--- src/hdl/ccs_defines.svh ---
// timing counts and field constants for the charger control sequencer
// assumes a 50 MHz system clock
`ifndef CCS_DEFINES_SVH
`define CCS_DEFINES_SVH

`define CCS_CLK_HZ          50000000
`define CCS_SW_FREQ_HZ      1600000
// switching period, rounded down to whole cycles
`define CCS_SW_PERIOD       (`CCS_CLK_HZ / `CCS_SW_FREQ_HZ)
`define CCS_DUTY_MAX_PCT    97
// 97 percent of the period, rounded down
`define CCS_DUTY_MAX        ((`CCS_SW_PERIOD * `CCS_DUTY_MAX_PCT) / 100)
`define CCS_SS_STEPS        8
`define CCS_SS_STEP_US      1600
`define CCS_SS_STEP_CYC     ((`CCS_CLK_HZ / 1000000) * `CCS_SS_STEP_US)
`define CCS_DISCH_MS        1000
`define CCS_DISCH_CYC       ((`CCS_CLK_HZ / 1000) * `CCS_DISCH_MS)
`define CCS_PROBE_MS        500
`define CCS_PROBE_CYC       ((`CCS_CLK_HZ / 1000) * `CCS_PROBE_MS)
`define CCS_SHORT_OFF_MS    1
`define CCS_SHORT_OFF_CYC   ((`CCS_CLK_HZ / 1000) * `CCS_SHORT_OFF_MS)
`define CCS_OVP_MS          30
`define CCS_OVP_CYC         ((`CCS_CLK_HZ / 1000) * `CCS_OVP_MS)
`define CCS_REFRESH_CYC     2
`define CCS_BLINK_CYC       12500000
`define CCS_ISET_W          8
`define CCS_PRECHG_DIV      10
`define CCS_PROBE_CODE      8'h0C

`endif

--- src/hdl/ccs_pkg.sv ---
// types for the charger control sequencer
package ccs_pkg;
  typedef enum logic [2:0] {
    CCS_DETECT_DISCH,
    CCS_DETECT_PROBE,
    CCS_WAIT_TEMP,
    CCS_CHARGE,
    CCS_SHORT_OFF,
    CCS_DISABLED
  } ccs_state_t;
endpackage

--- src/hdl/ccs_timer.sv ---
// down-counting timer: load, run, one-cycle expiry pulse
// assumes load and run come from the same clock domain
`timescale 1ns/1ps
`default_nettype none
module ccs_timer #(
  parameter int W = 32
) (
  // clock and reset
  input  wire logic         sys_clk,
  input  wire logic         rst,
  // control
  input  wire logic         load,
  input  wire logic [W-1:0] load_val,
  input  wire logic         run,
  // status
  output logic              expired
);
  logic [W-1:0] count;
  logic [W-1:0] next_count;
  logic         next_expired;

  always_comb
  begin
    next_count   = count;
    next_expired = 1'b0;
    if (load)
      next_count = load_val;
    else if (run && count != '0)
    begin
      next_count   = count - 1'b1;
      next_expired = (count == {{(W-1){1'b0}}, 1'b1});
    end
  end

  always_ff @(posedge sys_clk)
  begin
    if (rst)
    begin
      count   <= '0;
      expired <= 1'b0;
    end
    else
    begin
      count   <= next_count;
      expired <= next_expired;
    end
  end
endmodule
`default_nettype wire

--- src/hdl/ccs_top.sv ---
// charger control sequencer: switching cycle, soft-start, battery detect, protections
// assumes comparator results arrive asynchronously and are synchronised here
`timescale 1ns/1ps
`default_nettype none
`include "ccs_defines.svh"
module ccs_top
  import ccs_pkg::*;
#(
  parameter int DISCH_CYC     = `CCS_DISCH_CYC,
  parameter int PROBE_CYC     = `CCS_PROBE_CYC,
  parameter int OVP_CYC       = `CCS_OVP_CYC,
  parameter int SS_STEP_CYC   = `CCS_SS_STEP_CYC,
  parameter int BLINK_CYC     = `CCS_BLINK_CYC,
  parameter int SHORT_OFF_CYC = `CCS_SHORT_OFF_CYC
) (
  // clock and reset
  input  wire logic                  sys_clk,
  input  wire logic                  rst,
  // programmed charge current
  input  wire logic [`CCS_ISET_W-1:0] charge_current_set,
  // comparators (asynchronous)
  input  wire logic                  pwm_cmp_off,
  input  wire logic                  peak_overcurrent,
  input  wire logic                  charge_overcurrent,
  input  wire logic                  sense_below_5mv,
  input  wire logic                  bootstrap_low,
  input  wire logic                  discontinuous_conduction,
  input  wire logic                  below_recharge,
  input  wire logic                  below_low_battery_threshold,
  input  wire logic                  battery_short,
  input  wire logic                  battery_overvoltage,
  input  wire logic                  above_cold_limit,
  input  wire logic                  below_hot_start_limit,
  input  wire logic                  below_hot_cutoff_limit,
  input  wire logic                  die_above_150c,
  input  wire logic                  die_below_130c,
  input  wire logic                  switch_short,
  input  wire logic                  adapter_present,
  // drives
  output logic                       high_side_on,
  output logic                       low_side_on,
  output logic                       discharge_on,
  output logic                       adapter_switch,
  output logic [`CCS_ISET_W-1:0]     current_target,
  // status
  output logic                       status_on,
  output logic                       battery_present,
  output logic                       die_overtemp_shutdown
);
  localparam int NS = 17;
  localparam int PW = 6;

  // two-stage synchronisers for all comparator inputs
  logic [NS-1:0] raw_in;
  logic [NS-1:0] sync1;
  logic [NS-1:0] sync2;
  assign raw_in = {pwm_cmp_off, peak_overcurrent, charge_overcurrent, sense_below_5mv,
                   bootstrap_low, discontinuous_conduction, below_recharge,
                   below_low_battery_threshold, battery_short, battery_overvoltage,
                   above_cold_limit, below_hot_start_limit, below_hot_cutoff_limit,
                   die_above_150c, die_below_130c, switch_short, adapter_present};
  always_ff @(posedge sys_clk)
  begin
    if (rst)
    begin
      sync1 <= '0;
      sync2 <= '0;
    end
    else
    begin
      sync1 <= raw_in;
      sync2 <= sync1;
    end
  end
  logic s_pwm_off, s_peak_oc, s_chg_oc, s_5mv, s_boot_low, s_dcm, s_below_rech;
  logic s_below_low, s_short, s_ovp, s_cold_ok, s_hot_start_ok, s_hot_cut_ok;
  logic s_die_hot, s_die_cool, s_sw_short, s_adapter;
  assign {s_pwm_off, s_peak_oc, s_chg_oc, s_5mv, s_boot_low, s_dcm, s_below_rech,
          s_below_low, s_short, s_ovp, s_cold_ok, s_hot_start_ok, s_hot_cut_ok,
          s_die_hot, s_die_cool, s_sw_short, s_adapter} = sync2;

  // switching cycle counter
  logic [PW-1:0] phase;
  logic [PW-1:0] next_phase;
  logic          cycle_start;
  always_comb
  begin
    next_phase = (phase == PW'(`CCS_SW_PERIOD - 1)) ? '0 : phase + 1'b1;
  end
  assign cycle_start = (phase == '0);

  // fault and supervision state
  logic sc_latch, next_sc_latch;
  logic die_hot, next_die_hot;
  logic ovp_inhibit, next_ovp_inhibit;
  logic adapter_prev, next_adapter_prev;
  logic ovp_expired;
  logic ovp_run;

  always_comb
  begin
    next_adapter_prev = s_adapter;
    next_sc_latch     = sc_latch;
    if (s_sw_short)
      next_sc_latch = 1'b1;
    else if (s_adapter && !adapter_prev)
      next_sc_latch = 1'b0;
    next_die_hot = die_hot;
    if (s_die_hot)
      next_die_hot = 1'b1;
    else if (s_die_cool)
      next_die_hot = 1'b0;
    // takes effect at the next cycle start
    next_ovp_inhibit = ovp_inhibit;
    if (cycle_start)
      next_ovp_inhibit = s_ovp;
  end
  assign ovp_run = s_ovp;

  ccs_timer #(.W(32)) u_ovp_timer (
    .sys_clk  (sys_clk),
    .rst      (rst),
    .load     (!s_ovp),
    .load_val (32'(OVP_CYC)),
    .run      (ovp_run),
    .expired  (ovp_expired)
  );

  // sequencer
  ccs_state_t state, next_state;
  // reset is no state change, so seq_arm loads the timer once after it
  logic       seq_arm, next_state_entry;
  logic       step_expired;
  logic       seq_expired;
  logic [31:0] seq_load_val;
  logic [3:0] ss_step, next_ss_step;
  logic       precharge, next_precharge;
  logic       was_below_rech, next_was_below_rech;

  always_comb
  begin
    next_state          = state;
    next_ss_step        = ss_step;
    next_precharge      = precharge;
    next_was_below_rech = s_below_rech;
    unique case (state)
      CCS_DETECT_DISCH:
      begin
        if (s_below_low)
          next_state = CCS_DETECT_PROBE;
        else if (seq_expired)
          next_state = CCS_WAIT_TEMP;
      end
      CCS_DETECT_PROBE:
      begin
        if (!s_below_rech)
          next_state = CCS_DETECT_DISCH;
        else if (seq_expired)
          next_state = CCS_WAIT_TEMP;
      end
      CCS_WAIT_TEMP:
      begin
        if (s_cold_ok && s_hot_start_ok)
        begin
          next_state = CCS_CHARGE;
          next_ss_step = 4'h1;
        end
      end
      CCS_CHARGE:
      begin
        if (step_expired && ss_step != 4'(`CCS_SS_STEPS))
          next_ss_step = ss_step + 1'b1;
        if (!(s_cold_ok && s_hot_cut_ok))
          next_state = CCS_WAIT_TEMP;
        if (s_short)
        begin
          next_state     = CCS_SHORT_OFF;
          next_precharge = 1'b1;
        end
        if (s_below_rech && !was_below_rech)
        begin
          next_state     = CCS_DETECT_DISCH;
          next_precharge = 1'b0;
        end
      end
      CCS_SHORT_OFF:
      begin
        if (seq_expired)
        begin
          next_state   = CCS_CHARGE;
          next_ss_step = 4'h1;
        end
      end
      CCS_DISABLED:
      begin
        next_state = CCS_DISABLED;
      end
      default:
      begin
        next_state = CCS_DETECT_DISCH;
      end
    endcase
    if (ovp_expired)
      next_state = CCS_DISABLED;
    next_state_entry = (next_state != state);
  end

  always_comb
  begin
    unique case (next_state)
      CCS_DETECT_DISCH: seq_load_val = 32'(DISCH_CYC);
      CCS_DETECT_PROBE: seq_load_val = 32'(PROBE_CYC);
      CCS_SHORT_OFF:    seq_load_val = 32'(SHORT_OFF_CYC);
      // reload costs one cycle, so each step lasts exactly SS_STEP_CYC
      default:          seq_load_val = 32'(SS_STEP_CYC - 1);
    endcase
  end

  ccs_timer #(.W(32)) u_seq_timer (
    .sys_clk  (sys_clk),
    .rst      (rst),
    .load     (next_state_entry || step_expired || seq_arm),
    .load_val (seq_load_val),
    .run      (1'b1),
    .expired  (seq_expired)
  );
  assign step_expired = seq_expired && (state == CCS_CHARGE);

  // current target, tenth of programmed current after short
  logic [`CCS_ISET_W-1:0] full_target;
  logic [`CCS_ISET_W+3:0] ramp_prod;
  logic [`CCS_ISET_W-1:0] next_current_target;
  always_comb
  begin
    full_target = precharge ? `CCS_ISET_W'(charge_current_set / `CCS_PRECHG_DIV)
                            : charge_current_set;
    ramp_prod   = full_target * ss_step;
    next_current_target = '0;
    if (state == CCS_DETECT_PROBE)
      next_current_target = `CCS_PROBE_CODE;
    else if (state == CCS_CHARGE)
      next_current_target = ramp_prod[`CCS_ISET_W+2:3];
  end

  // gate drive
  logic run_ok;
  logic hs_blocked, next_hs_blocked;
  logic ls_blocked, next_ls_blocked;
  logic [1:0] refresh_cnt, next_refresh_cnt;
  logic next_high_side_on, next_low_side_on;
  always_comb
  begin
    // suspension, the short latch and die overheating disable both switches
    run_ok = ((state == CCS_CHARGE) || (state == CCS_DETECT_PROBE))
             && !sc_latch && !die_hot;
    next_hs_blocked  = hs_blocked;
    next_ls_blocked  = ls_blocked;
    next_refresh_cnt = (refresh_cnt != '0) ? refresh_cnt - 1'b1 : '0;
    if (cycle_start)
    begin
      next_hs_blocked = 1'b0;
      next_ls_blocked = 1'b0;
    end
    // peak limit for rest of cycle
    if (s_peak_oc)
      next_hs_blocked = 1'b1;
    // turn-on only at a cycle start, so no off-grid or sliver pulses
    if (s_chg_oc || s_pwm_off || next_ovp_inhibit || !run_ok)
      next_hs_blocked = 1'b1;
    if (s_5mv)
      next_ls_blocked = 1'b1;
    if (s_dcm && s_boot_low && refresh_cnt == '0)
      next_refresh_cnt = 2'(`CCS_REFRESH_CYC);
    // duty limit; the blocks above end the on-time
    next_high_side_on = run_ok && (phase < PW'(`CCS_DUTY_MAX)) && !next_hs_blocked;
    next_low_side_on  = run_ok && !next_high_side_on && !s_short
                        && ((!next_ls_blocked && !s_dcm) || (refresh_cnt != '0));
  end

  logic [23:0] blink_cnt, next_blink_cnt;
  logic        blink, next_blink;
  logic        next_status_on;
  always_comb
  begin
    next_blink_cnt = blink_cnt + 1'b1;
    next_blink     = blink;
    if (blink_cnt == 24'(BLINK_CYC - 1))
    begin
      next_blink_cnt = '0;
      next_blink     = !blink;
    end
    next_status_on = sc_latch ? blink : (state == CCS_CHARGE);
  end

  always_ff @(posedge sys_clk)
  begin
    if (rst)
    begin
      phase                 <= '0;
      sc_latch              <= 1'b0;
      die_hot               <= 1'b0;
      ovp_inhibit           <= 1'b0;
      adapter_prev          <= 1'b0;
      state                 <= CCS_DETECT_DISCH;
      seq_arm               <= 1'b1;
      ss_step               <= '0;
      precharge             <= 1'b0;
      was_below_rech        <= 1'b0;
      hs_blocked            <= 1'b0;
      ls_blocked            <= 1'b0;
      refresh_cnt           <= '0;
      blink_cnt             <= '0;
      blink                 <= 1'b0;
      high_side_on          <= 1'b0;
      low_side_on           <= 1'b0;
      discharge_on          <= 1'b0;
      adapter_switch        <= 1'b0;
      current_target        <= '0;
      status_on             <= 1'b0;
      battery_present       <= 1'b0;
      die_overtemp_shutdown <= 1'b0;
    end
    else
    begin
      phase                 <= next_phase;
      sc_latch              <= next_sc_latch;
      die_hot               <= next_die_hot;
      ovp_inhibit           <= next_ovp_inhibit;
      adapter_prev          <= next_adapter_prev;
      state                 <= next_state;
      seq_arm               <= 1'b0;
      ss_step               <= next_ss_step;
      precharge             <= next_precharge;
      was_below_rech        <= next_was_below_rech;
      hs_blocked            <= next_hs_blocked;
      ls_blocked            <= next_ls_blocked;
      refresh_cnt           <= next_refresh_cnt;
      blink_cnt             <= next_blink_cnt;
      blink                 <= next_blink;
      high_side_on          <= next_high_side_on;
      low_side_on           <= next_low_side_on;
      discharge_on          <= (next_state == CCS_DETECT_DISCH);
      // adapter switch stays on through the short latch
      adapter_switch        <= s_adapter;
      current_target        <= next_current_target;
      status_on             <= next_status_on;
      battery_present       <= (next_state == CCS_WAIT_TEMP) || (next_state == CCS_CHARGE)
                               || (next_state == CCS_SHORT_OFF);
      die_overtemp_shutdown <= next_die_hot;
    end
  end
endmodule
`default_nettype wire

--- config.mk ---
export PLATFORM = sky130hd
export DESIGN_NAME = ccs_top
export DESIGN_NICKNAME = d
export VERILOG_FILES = /design/src/hdl/ccs_pkg.sv /design/src/hdl/ccs_timer.sv /design/src/hdl/ccs_top.sv
export VERILOG_INCLUDE_DIRS = /design/src /design/src/hdl
export SDC_FILE = /design/constraint.sdc
export NUM_CORES = 1
export LEC_CHECK = 0
export BUFFER_PORTS_ARGS = -buffer_cell sky130_fd_sc_hd__buf_2
export CORE_MARGIN = 4
export CORE_UTILIZATION = 40
export CTS_BUF_LIST = sky130_fd_sc_hd__clkbuf_8
export CTS_CLUSTER_SIZE = 8
export DETAILED_ROUTE_END_ITERATION = 6
export PLACE_DENSITY = 0.54
export SYNTH_ARGS = -nofsm -noshare
export SYNTH_HDL_FRONTEND = slang
export SYNTH_HIERARCHICAL = 1
export SYNTH_SLANG_ARGS = --single-unit
--- constraint.sdc ---
create_clock -name sys_clk -period 13.9 [get_ports sys_clk]
set_input_delay 2.085 -clock sys_clk [delete_from_list [all_inputs] [get_ports sys_clk]]
set_output_delay 2.085 -clock sys_clk [all_outputs]
set_load 0.005 [all_outputs]
==> results of run 1 <==
==> path summary, 6_finish.rpt <==
| path | startpoint | to | slack (ns) | depth (start not counted) |
|---|---|---|---|---|
| worst max-delay path | charge_current_set[6] | current_target[7] | 6.51 | 27 |
| worst min-delay path | sync1[16] | sync2[16] | 0.44 | 1 |
| worst max register to register | precharge | current_target[7] | 9.68 | 19 |
| worst min register to register | sync1[16] | sync2[16] | 0.44 | 1 |
==> logic make-up after synthesis <==
group | count (synthesis) | share of synthesized area (%)
compound gates | 242 | 19.2
xor+xnor | 39 | 3.64
fa+ha+maj | 36 | 5.75
buf+inv | 111 | 5.19
flops | 162 | 34.6
mux | 8 | 0.867
other cells | 2 | 0.0801
simple gates | 524 | 30.7
==> metrics by stage <==
| stage | power, W | hold WS [ns] | cells | instance area (µm²) | setup slack, ns |
|---|---|---|---|---|---|
| 2_1_floorplan | 0.000622 | 0.413 | 1162 | 9520 | 6.70 |
| 3_3_place_gp | 0.000653 | 0.419 | 1468 | 9890 | 6.17 |
| 3_5_place_dp | 0.000654 | 0.420 | 1468 | 9890 | 6.07 |
| 4_1_cts | 0.00103 | 0.447 | 1500 | 10300 | 6.58 |
| 5_1_grt | 0.00107 | 0.461 | 1500 | 10300 | 6.03 |
| 6_report | 0.00101 | 0.442 | 1500 | 10300 | 6.51 |
==> per-layer routing <==
| metal | GRT usage [%] | vias to the layer above | share of wire, % |
|---|---|---|---|
| met3 | 2.73 | 19 | 3.3 |
| met4 | 4.50 | 0 | 1.2 |
| met5 | 0 | - | 0 |
| li1 | - | 4183 | - |
| met2 | 26.2 | 133 | 44 |
| met1 | 24.4 | 3791 | 51 |
==> registers in the layout, indices dropped and copies added, names as in the netlist, 2 cells and up <==
signal / count
refresh_cnt: 2
state: 3
blink_cnt: 24
sync1: 17
u_seq_timer/count: 32
current_target: 8
ss_step: 4
u_ovp_timer/count: 32
phase: 6
sync2: 17
==> synthesized netlist by cell type (7+ instances only) <==
cell,instances
sky130_fd_sc_hd__a211oi_1,15
sky130_fd_sc_hd__a21oi_1,36
sky130_fd_sc_hd__a311oi_1,38
sky130_fd_sc_hd__a31oi_1,14
sky130_fd_sc_hd__and2_1,19
sky130_fd_sc_hd__and3_1,7
sky130_fd_sc_hd__and4_1,9
sky130_fd_sc_hd__buf_6,8
sky130_fd_sc_hd__clkbuf_1,42
sky130_fd_sc_hd__dfxtp_1,162
sky130_fd_sc_hd__fa_1,12
sky130_fd_sc_hd__ha_1,23
sky130_fd_sc_hd__inv_1,55
sky130_fd_sc_hd__mux2i_1,7
sky130_fd_sc_hd__nand2_1,74
sky130_fd_sc_hd__nand2b_1,9
sky130_fd_sc_hd__nand3_1,35
sky130_fd_sc_hd__nand3b_1,7
sky130_fd_sc_hd__nand4_1,21
sky130_fd_sc_hd__nor2_1,138
sky130_fd_sc_hd__nor2b_1,53
sky130_fd_sc_hd__nor3_1,33
sky130_fd_sc_hd__nor4_1,22
sky130_fd_sc_hd__o21ai_0,20
sky130_fd_sc_hd__o21ai_1,18
sky130_fd_sc_hd__o31ai_1,17
sky130_fd_sc_hd__or2_2,8
sky130_fd_sc_hd__or3_1,22
sky130_fd_sc_hd__or4_1,22
sky130_fd_sc_hd__xnor2_1,19
sky130_fd_sc_hd__xor2_1,20
==> layout make-up <==
class / instances / area (µm²) / area share [%]
multi-input cells: 889 / 5790 / 56.0
flip-flops and latches: 162 / 3240 / 31.4
clock buffers: 17 / 234 / 2.26
repair buffers: 47 / 253 / 2.45
well taps: 313 / 392 / 3.79
clock inverters: 15 / 205 / 1.99
inverters: 57 / 214 / 2.07
==> power groups by stage <==
stage          Clock (W)  Combinational [W]  Sequential (W)
3_3_place_gp           0           0.000138        0.000515
6_report        0.000369           0.000140        0.000505
5_1_grt         0.000401           0.000158        0.000509
2_1_floorplan          0           0.000112        0.000510
4_1_cts         0.000385           0.000139        0.000505
3_5_place_dp           0           0.000138        0.000515
==> summary.md, run 1 <==
| Metric | Value |
|---|---|
| Fin util | `between 40 and 50%` |
| IR drop worst, VDD | `0.0561 mV` |
| Synthesis-to-finish area growth | `10.2%` |
| Port Buffers | `41` |
| Detailed Route Iter0 Violations | `456` |
| Final setup viols | `0` |
| Core outline area | `22800 µm²` |
| Die outline area | `26000 µm²` |
| Transition at the pin with the smallest max-transition slack | `0.925 ns` |
| Antenna violations before repair | `0` |
| Final wirelength | `between 20 and 25 mm` |
| Post-detailed-placement half-perimeter wirelength | `15.5 mm` |
| Mapped Cells | `1124` |
| Tmin final | `between 7 and 8 ns` |
| Number of antenna cells inserted | `0` |
| Number of I/O pins | `42` |
| Average via count per standard cell | `about 5.4` |
| # H-tree levels | `4` |
| Synth warnings | `6` |
| Sinks on Clock Net | `162` |
| Quantity of hold-fixing buffers added after cts | `0` |
| Sequential-to-total area share from yosys stat | `approximately 35%` |
| Clock tree buffer depth | `2` |
| Maximum Capacitance Violations | `0` |
| Highest net fanout along the worst path | `12` |
| # rows | `55` |
| Most frequent cells in the layout | `sky130_fd_sc_hd__dfxtp_1, sky130_fd_sc_hd__nor2_1, sky130_fd_sc_hd__nand2_1` |
| Aggregate global routing overflow | `0` |
| Largest area contributor in the netlist | `sky130_fd_sc_hd__dfxtp_1` |
| Die span in x | `161 µm` |
| Average size of a mapped cell | `roughly 8.3 µm²` |
| Share of power burned in registers | `49.8%` |
| Seq cells post-synth | `162` |
| Worst hold-check path type | `flop to flop` |
| Critical Path AT | `7.75 ns` |
| Number of nets still failing antenna checks after routing | `0` |
| Net switching power | `0.000332 W` |
| Number of gates resized after CTS | `0` |
| Asr flop ratio synth | `0%` |
| Remaining DRCs | `0` |
| Clock tree from TritonCTS | `built` |
| Final number of max-transition violations | `0` |
| Clock tree skew after final layout | `0.0169 ns` |
| Post-Syn Area | `roughly 9400 µm²` |
| Outcome | `finished clean` |
| Cell leakage power | `between 3 and 4 nW` |
| Clock transition at path regs | `~0.10 ns` |
| Number of inserted filler cells in the final layout | `2339` |
| Via count of the first global-routing pass | `7498` |
| Initial DRT Pass Iterations | `5` |
| Fraction of power consumed by the clock network | `between 30% and 40%` |
| CTS Buf Count | `17` |
| CTS root buf | `sky130_fd_sc_hd__clkbuf_8` |
| Relative max-transition margin | `38.4%` |
| Routed wire length per instance | `~15 µm` |
| Tcrit/Tclk final | `53.2%` |
| Pwr per Cell Area | `98.1 nW/µm²` |
| Worst EP required | `14.27 ns` |
| Final GP Congestion | `roughly 0.83` |
| Number of different library cells in the post-synthesis netlist | `86` |
| Switching share of power | `approximately a third` |
| Number of synthesized flops with an enable pin | `0` |
| Buffers inserted by post-CTS timing repair | `0` |
| CP Capture Type | `flop` |
| Top cells by area in the synthesized netlist | `sky130_fd_sc_hd__dfxtp_1, sky130_fd_sc_hd__nor2_1, sky130_fd_sc_hd__a311oi_1` |
| Max frequency | `135 MHz` |
| Routed via count | `8126` |
| Main synth FF type | `sky130_fd_sc_hd__dfxtp_1` |
| Crit path largest cell delay | `approximately 0.56 ns` |
| Initial core utilization | `about two fifths` |
| Logic gate share of total power | `~14%` |
| Total Negative Setup Slacks | `0 ns` |
| Source-to-sink clock delay at the later pin of the worst-skew pair | `0.48 ns` |
| Maximum number of pins on one net before global-route repair | `69` |
| Crit path max-delay cell type | `sky130_fd_sc_hd__fa_1` |
| Buf+Inv Stages, Crit Path | `4` |
| Share of Yosys cell area claimed by the top area cell type | `34.6%` |
| Top cell family by delay on the critical path | `compound AO/OA/AOI/OAI gates` |
| Setup repair after global routing missed its margin | `no` |
| Die Y-Extent | `161 µm` |
| Most common cell after layout, fill and taps aside | `sky130_fd_sc_hd__dfxtp_1` |
| Type of the worst setup path | `input pin to flop` |
| Int Power | `0.000681 W` |
| Wire length of the first global-routing pass | `between 30 and 40 mm` |
| GRT Resource Usage Total | `16.9%` |
| Count of nets after finishing | `1236` |
| Ratio of cells with drive above 1 in the final layout | `approximately 11%` |
| Startpoint types | `input pin` |
| Final Hold Viols | `0` |
Note: power is estimated with default switching activity, not from simulation.
==> run 2, diff against run 1 <==
--- a/config.mk
+++ b/config.mk
@@ -12,7 +12,7 @@
 export CTS_BUF_LIST = sky130_fd_sc_hd__clkbuf_8
 export CTS_CLUSTER_SIZE = 8
 export DETAILED_ROUTE_END_ITERATION = 6
-export PLACE_DENSITY = 0.54
+export PLACE_DENSITY = 0.56
 export SYNTH_ARGS = -nofsm -noshare
 export SYNTH_HDL_FRONTEND = slang
 export SYNTH_HIERARCHICAL = 1
==> constraint.sdc (replaced) <==
create_clock -name sys_clk -period 6 [get_ports sys_clk]
set_input_delay 0.9 -clock sys_clk [delete_from_list [all_inputs] [get_ports sys_clk]]
set_output_delay 0.9 -clock sys_clk [all_outputs]
set_load 0.005 [all_outputs]
==> summary.md, run 2 (same netlist as run 1, synthesis figures left out) <==
| Metric | Value |
|---|---|
| Post-detailed-placement half-perimeter wirelength | `15.4 mm (was 15.5 mm)` |
| Register-to-register setup slack | `2.00 ns (was 9.68 ns)` |
| Worst hold-check path type | `flop to flop (unchanged)` |
| Registers with the most flip-flops | `u_ovp_timer/count (32), u_seq_timer/count (32), blink_cnt (24) (unchanged)` |
| Source-to-sink clock delay at the later pin of the worst-skew pair | `0.47 ns (was 0.48 ns)` |
| Worst setup margin | `0.374 ns (was 6.51 ns)` |
| Total Negative Setup Slacks | `0 ns (unchanged)` |
| CTS root buf | `sky130_fd_sc_hd__clkbuf_8 (unchanged)` |
| Detailed Route Iter0 Violations | `465 (was 456)` |
| Quantity of hold-fixing buffers added after cts | `0 (unchanged)` |
| Final GP Congestion | `0.854 (was 0.834)` |
| Clock tree buffer depth | `2 (unchanged)` |
| Wire length of the first global-routing pass | `37.4 mm (was 37.1 mm)` |
| Relative max-transition margin | `40.0% (was 38.4%)` |
| Tcrit/Tclk final | `93.8%` |
| IR drop worst, VDD | `0.117 mV (was 0.0561 mV)` |
| Buffers inserted by post-CTS timing repair | `0 (unchanged)` |
| Clock tree skew after final layout | `0.0177 ns (was 0.0169 ns)` |
| Number of standard cells in the layout, taps in and fillers out | `1523 (was 1500)` |
| Antenna violations before repair | `0 (unchanged)` |
| Count of nets after finishing | `1259 (was 1236)` |
| Aggregate global routing overflow | `0 (unchanged)` |
| Placed standard-cell area | `10100 µm² (was 9890 µm²)` |
| Startpoint types | `input pin (unchanged)` |
| Routed via count | `8235 (was 8126)` |
| Minimum setup slack after placement | `-0.0979 ns (was 6.07 ns)` |
| Number of cells after detailed placement | `1491 (was 1468)` |
| Max frequency | `between 150 and 200 MHz` |
| CP Capture Type | `flop (unchanged)` |
| Maximum Capacitance Violations | `0 (unchanged)` |
| Sinks on Clock Net | `162 (unchanged)` |
| Number of gates resized after CTS | `0 (unchanged)` |
| Maximum number of pins on one net before global-route repair | `51 (was 69)` |
| Port Buffers | `41 (unchanged)` |
| GRT Resource Usage Total | `17.0% (was 16.9%)` |
| Synthesis-to-finish area growth | `11.6% (was 10.2%)` |
| Final wirelength | `22.0 mm (was 21.8 mm)` |
| Die Y-Extent | `161 µm (unchanged)` |
| Pwr per Cell Area | `221 nW/µm² (was 98.1 nW/µm²)` |
| Highest net fanout along the worst path | `4 (was 12)` |
| Final setup viols | `0 (unchanged)` |
| Initial core utilization | `41.0% (unchanged)` |
| Transition at the pin with the smallest max-transition slack | `0.901 ns (was 0.925 ns)` |
| Via count of the first global-routing pass | `7616 (was 7498)` |
| Outcome | `finished clean (unchanged)` |
| Final Hold Viols | `0 (unchanged)` |
| # rows | `55 (unchanged)` |
| Cell area after layout | `10500 µm² (was 10300 µm²)` |
| Number of nets still failing antenna checks after routing | `0 (unchanged)` |
| Most common cell after layout, fill and taps aside | `sky130_fd_sc_hd__dfxtp_1 (unchanged)` |
| Remaining DRCs | `0 (unchanged)` |
| Number of antenna cells inserted | `0 (unchanged)` |
| # H-tree levels | `4 (unchanged)` |
| Ratio of cells with drive above 1 in the final layout | `12.6% (was 11.0%)` |
| Clock transition at path regs | `0.11 ns (was 0.10 ns)` |
| Die span in x | `161 µm (unchanged)` |
| Most frequent cells in the layout | `sky130_fd_sc_hd__dfxtp_1, sky130_fd_sc_hd__nor2_1, sky130_fd_sc_hd__nand2_1 (unchanged)` |
| Critical Path AT | `5.98 ns (was 7.75 ns)` |
| Initial DRT Pass Iterations | `5 (unchanged)` |
| Setup repair after global routing missed its margin | `no (unchanged)` |
| Worst EP required | `6.35 ns (was 14.27 ns)` |
| Average via count per standard cell | `5.41 (was 5.42)` |
| Routed wire length per instance | `14.4 µm (was 14.6 µm)` |
| Die outline area | `26000 µm² (unchanged)` |
| Tmin final | `between 5 and 6 ns` |
| Final number of max-transition violations | `0 (unchanged)` |
| Number of inserted filler cells in the final layout | `2336 (was 2339)` |
| Type of the worst setup path | `input pin to flop (unchanged)` |
| Core outline area | `22800 µm² (unchanged)` |
| CTS Buf Count | `17 (unchanged)` |
| Clock tree from TritonCTS | `built (unchanged)` |
| Number of I/O pins | `42 (unchanged)` |
| Cell leakage power | `4.00 nW (was 3.90 nW)` |
==> run 2: changes by cell type in the layout (fill, tap and decap cells not counted) <==
cell and delta:
sky130_fd_sc_hd__o21ai_0 -1, sky130_fd_sc_hd__inv_8 +2, sky130_fd_sc_hd__inv_12 -1, sky130_fd_sc_hd__o21ai_1 +1
sky130_fd_sc_hd__clkinv_8 -4, sky130_fd_sc_hd__inv_1 +1, sky130_fd_sc_hd__buf_4 +23, sky130_fd_sc_hd__clkinv_4 +2
==> run 2: through the flow <==
stage	power [W]	hold WS, ns	utilization [%]
global route	0.00244	0.456	45.8
floorplan	0.00144	0.413	-
global placement	0.00152	0.416	44.1
detailed placement	0.00153	0.422	44.1
finish	0.00231	0.444	45.8
CTS	0.00233	0.445	45.8
==> run 2: worst max-delay path, cell delays in order <==
cell	delay, ns
sky130_fd_sc_hd__buf_2	0.11
sky130_fd_sc_hd__nor2_2	0.13
sky130_fd_sc_hd__inv_1	0.07
sky130_fd_sc_hd__ha_1	0.30
sky130_fd_sc_hd__nand2b_1	0.19
sky130_fd_sc_hd__a211oi_2	0.27
sky130_fd_sc_hd__o41ai_1	0.14
sky130_fd_sc_hd__a221o_1	0.41
sky130_fd_sc_hd__a21oi_1	0.21
sky130_fd_sc_hd__maj3_2	0.23
sky130_fd_sc_hd__a221o_1	0.15
sky130_fd_sc_hd__o21a_1	0.14
sky130_fd_sc_hd__nand2_1	0.08
sky130_fd_sc_hd__fa_1	0.55
sky130_fd_sc_hd__inv_1	0.05
sky130_fd_sc_hd__fa_1	0.55
sky130_fd_sc_hd__inv_1	0.07
sky130_fd_sc_hd__fa_1	0.43
sky130_fd_sc_hd__nor2b_1	0.16
sky130_fd_sc_hd__o21ai_0	0.09
sky130_fd_sc_hd__nand2b_1	0.11
sky130_fd_sc_hd__a21oi_1	0.07
sky130_fd_sc_hd__o21bai_1	0.17
sky130_fd_sc_hd__a21o_1	0.14
sky130_fd_sc_hd__a21oi_1	0.07
sky130_fd_sc_hd__xnor2_1	0.15
sky130_fd_sc_hd__nor2_1	0.05
==> run 2: power by group <==
group | internal, W | switching, W
registers | 0.00113 | 0.0000451
logic | 0.000133 | 0.000203
clock network | 0.000316 | 0.000493
==> run 2: worst paths after layout <==
| path | end | from | cells past startpoint |
|---|---|---|---|
| worst max register to register | u_seq_timer/count[27] | state[1] | 12 |
| worst min register to register | sync2[16] | sync1[16] | 1 |
| worst min-delay path | sync2[16] | sync1[16] | 1 |
| worst max-delay path | current_target[7] | charge_current_set[6] | 27 |
==> run 2: layout make-up <==
type / instances / area (µm²) / share of cell area [%]
multi-input cells: 889 / 5790 / 55.3
flip-flops and latches: 162 / 3240 / 31.0
repair buffers: 70 / 425 / 4.06
well taps: 313 / 392 / 3.74
clock buffers: 17 / 234 / 2.24
inverters: 57 / 214 / 2.04
clock inverters: 15 / 168 / 1.60
==> run 2: routing by layer <==
layer / share of wire, % / track usage, % / vias to the layer above
li1: - / - / 4249
met1: 51 / 23.6 / 3849
met2: 45 / 27.6 / 119
met3: 2.5 / 2.40 / 18
met4: 1.4 / 5.31 / 0
met5: 0 / 0 / -
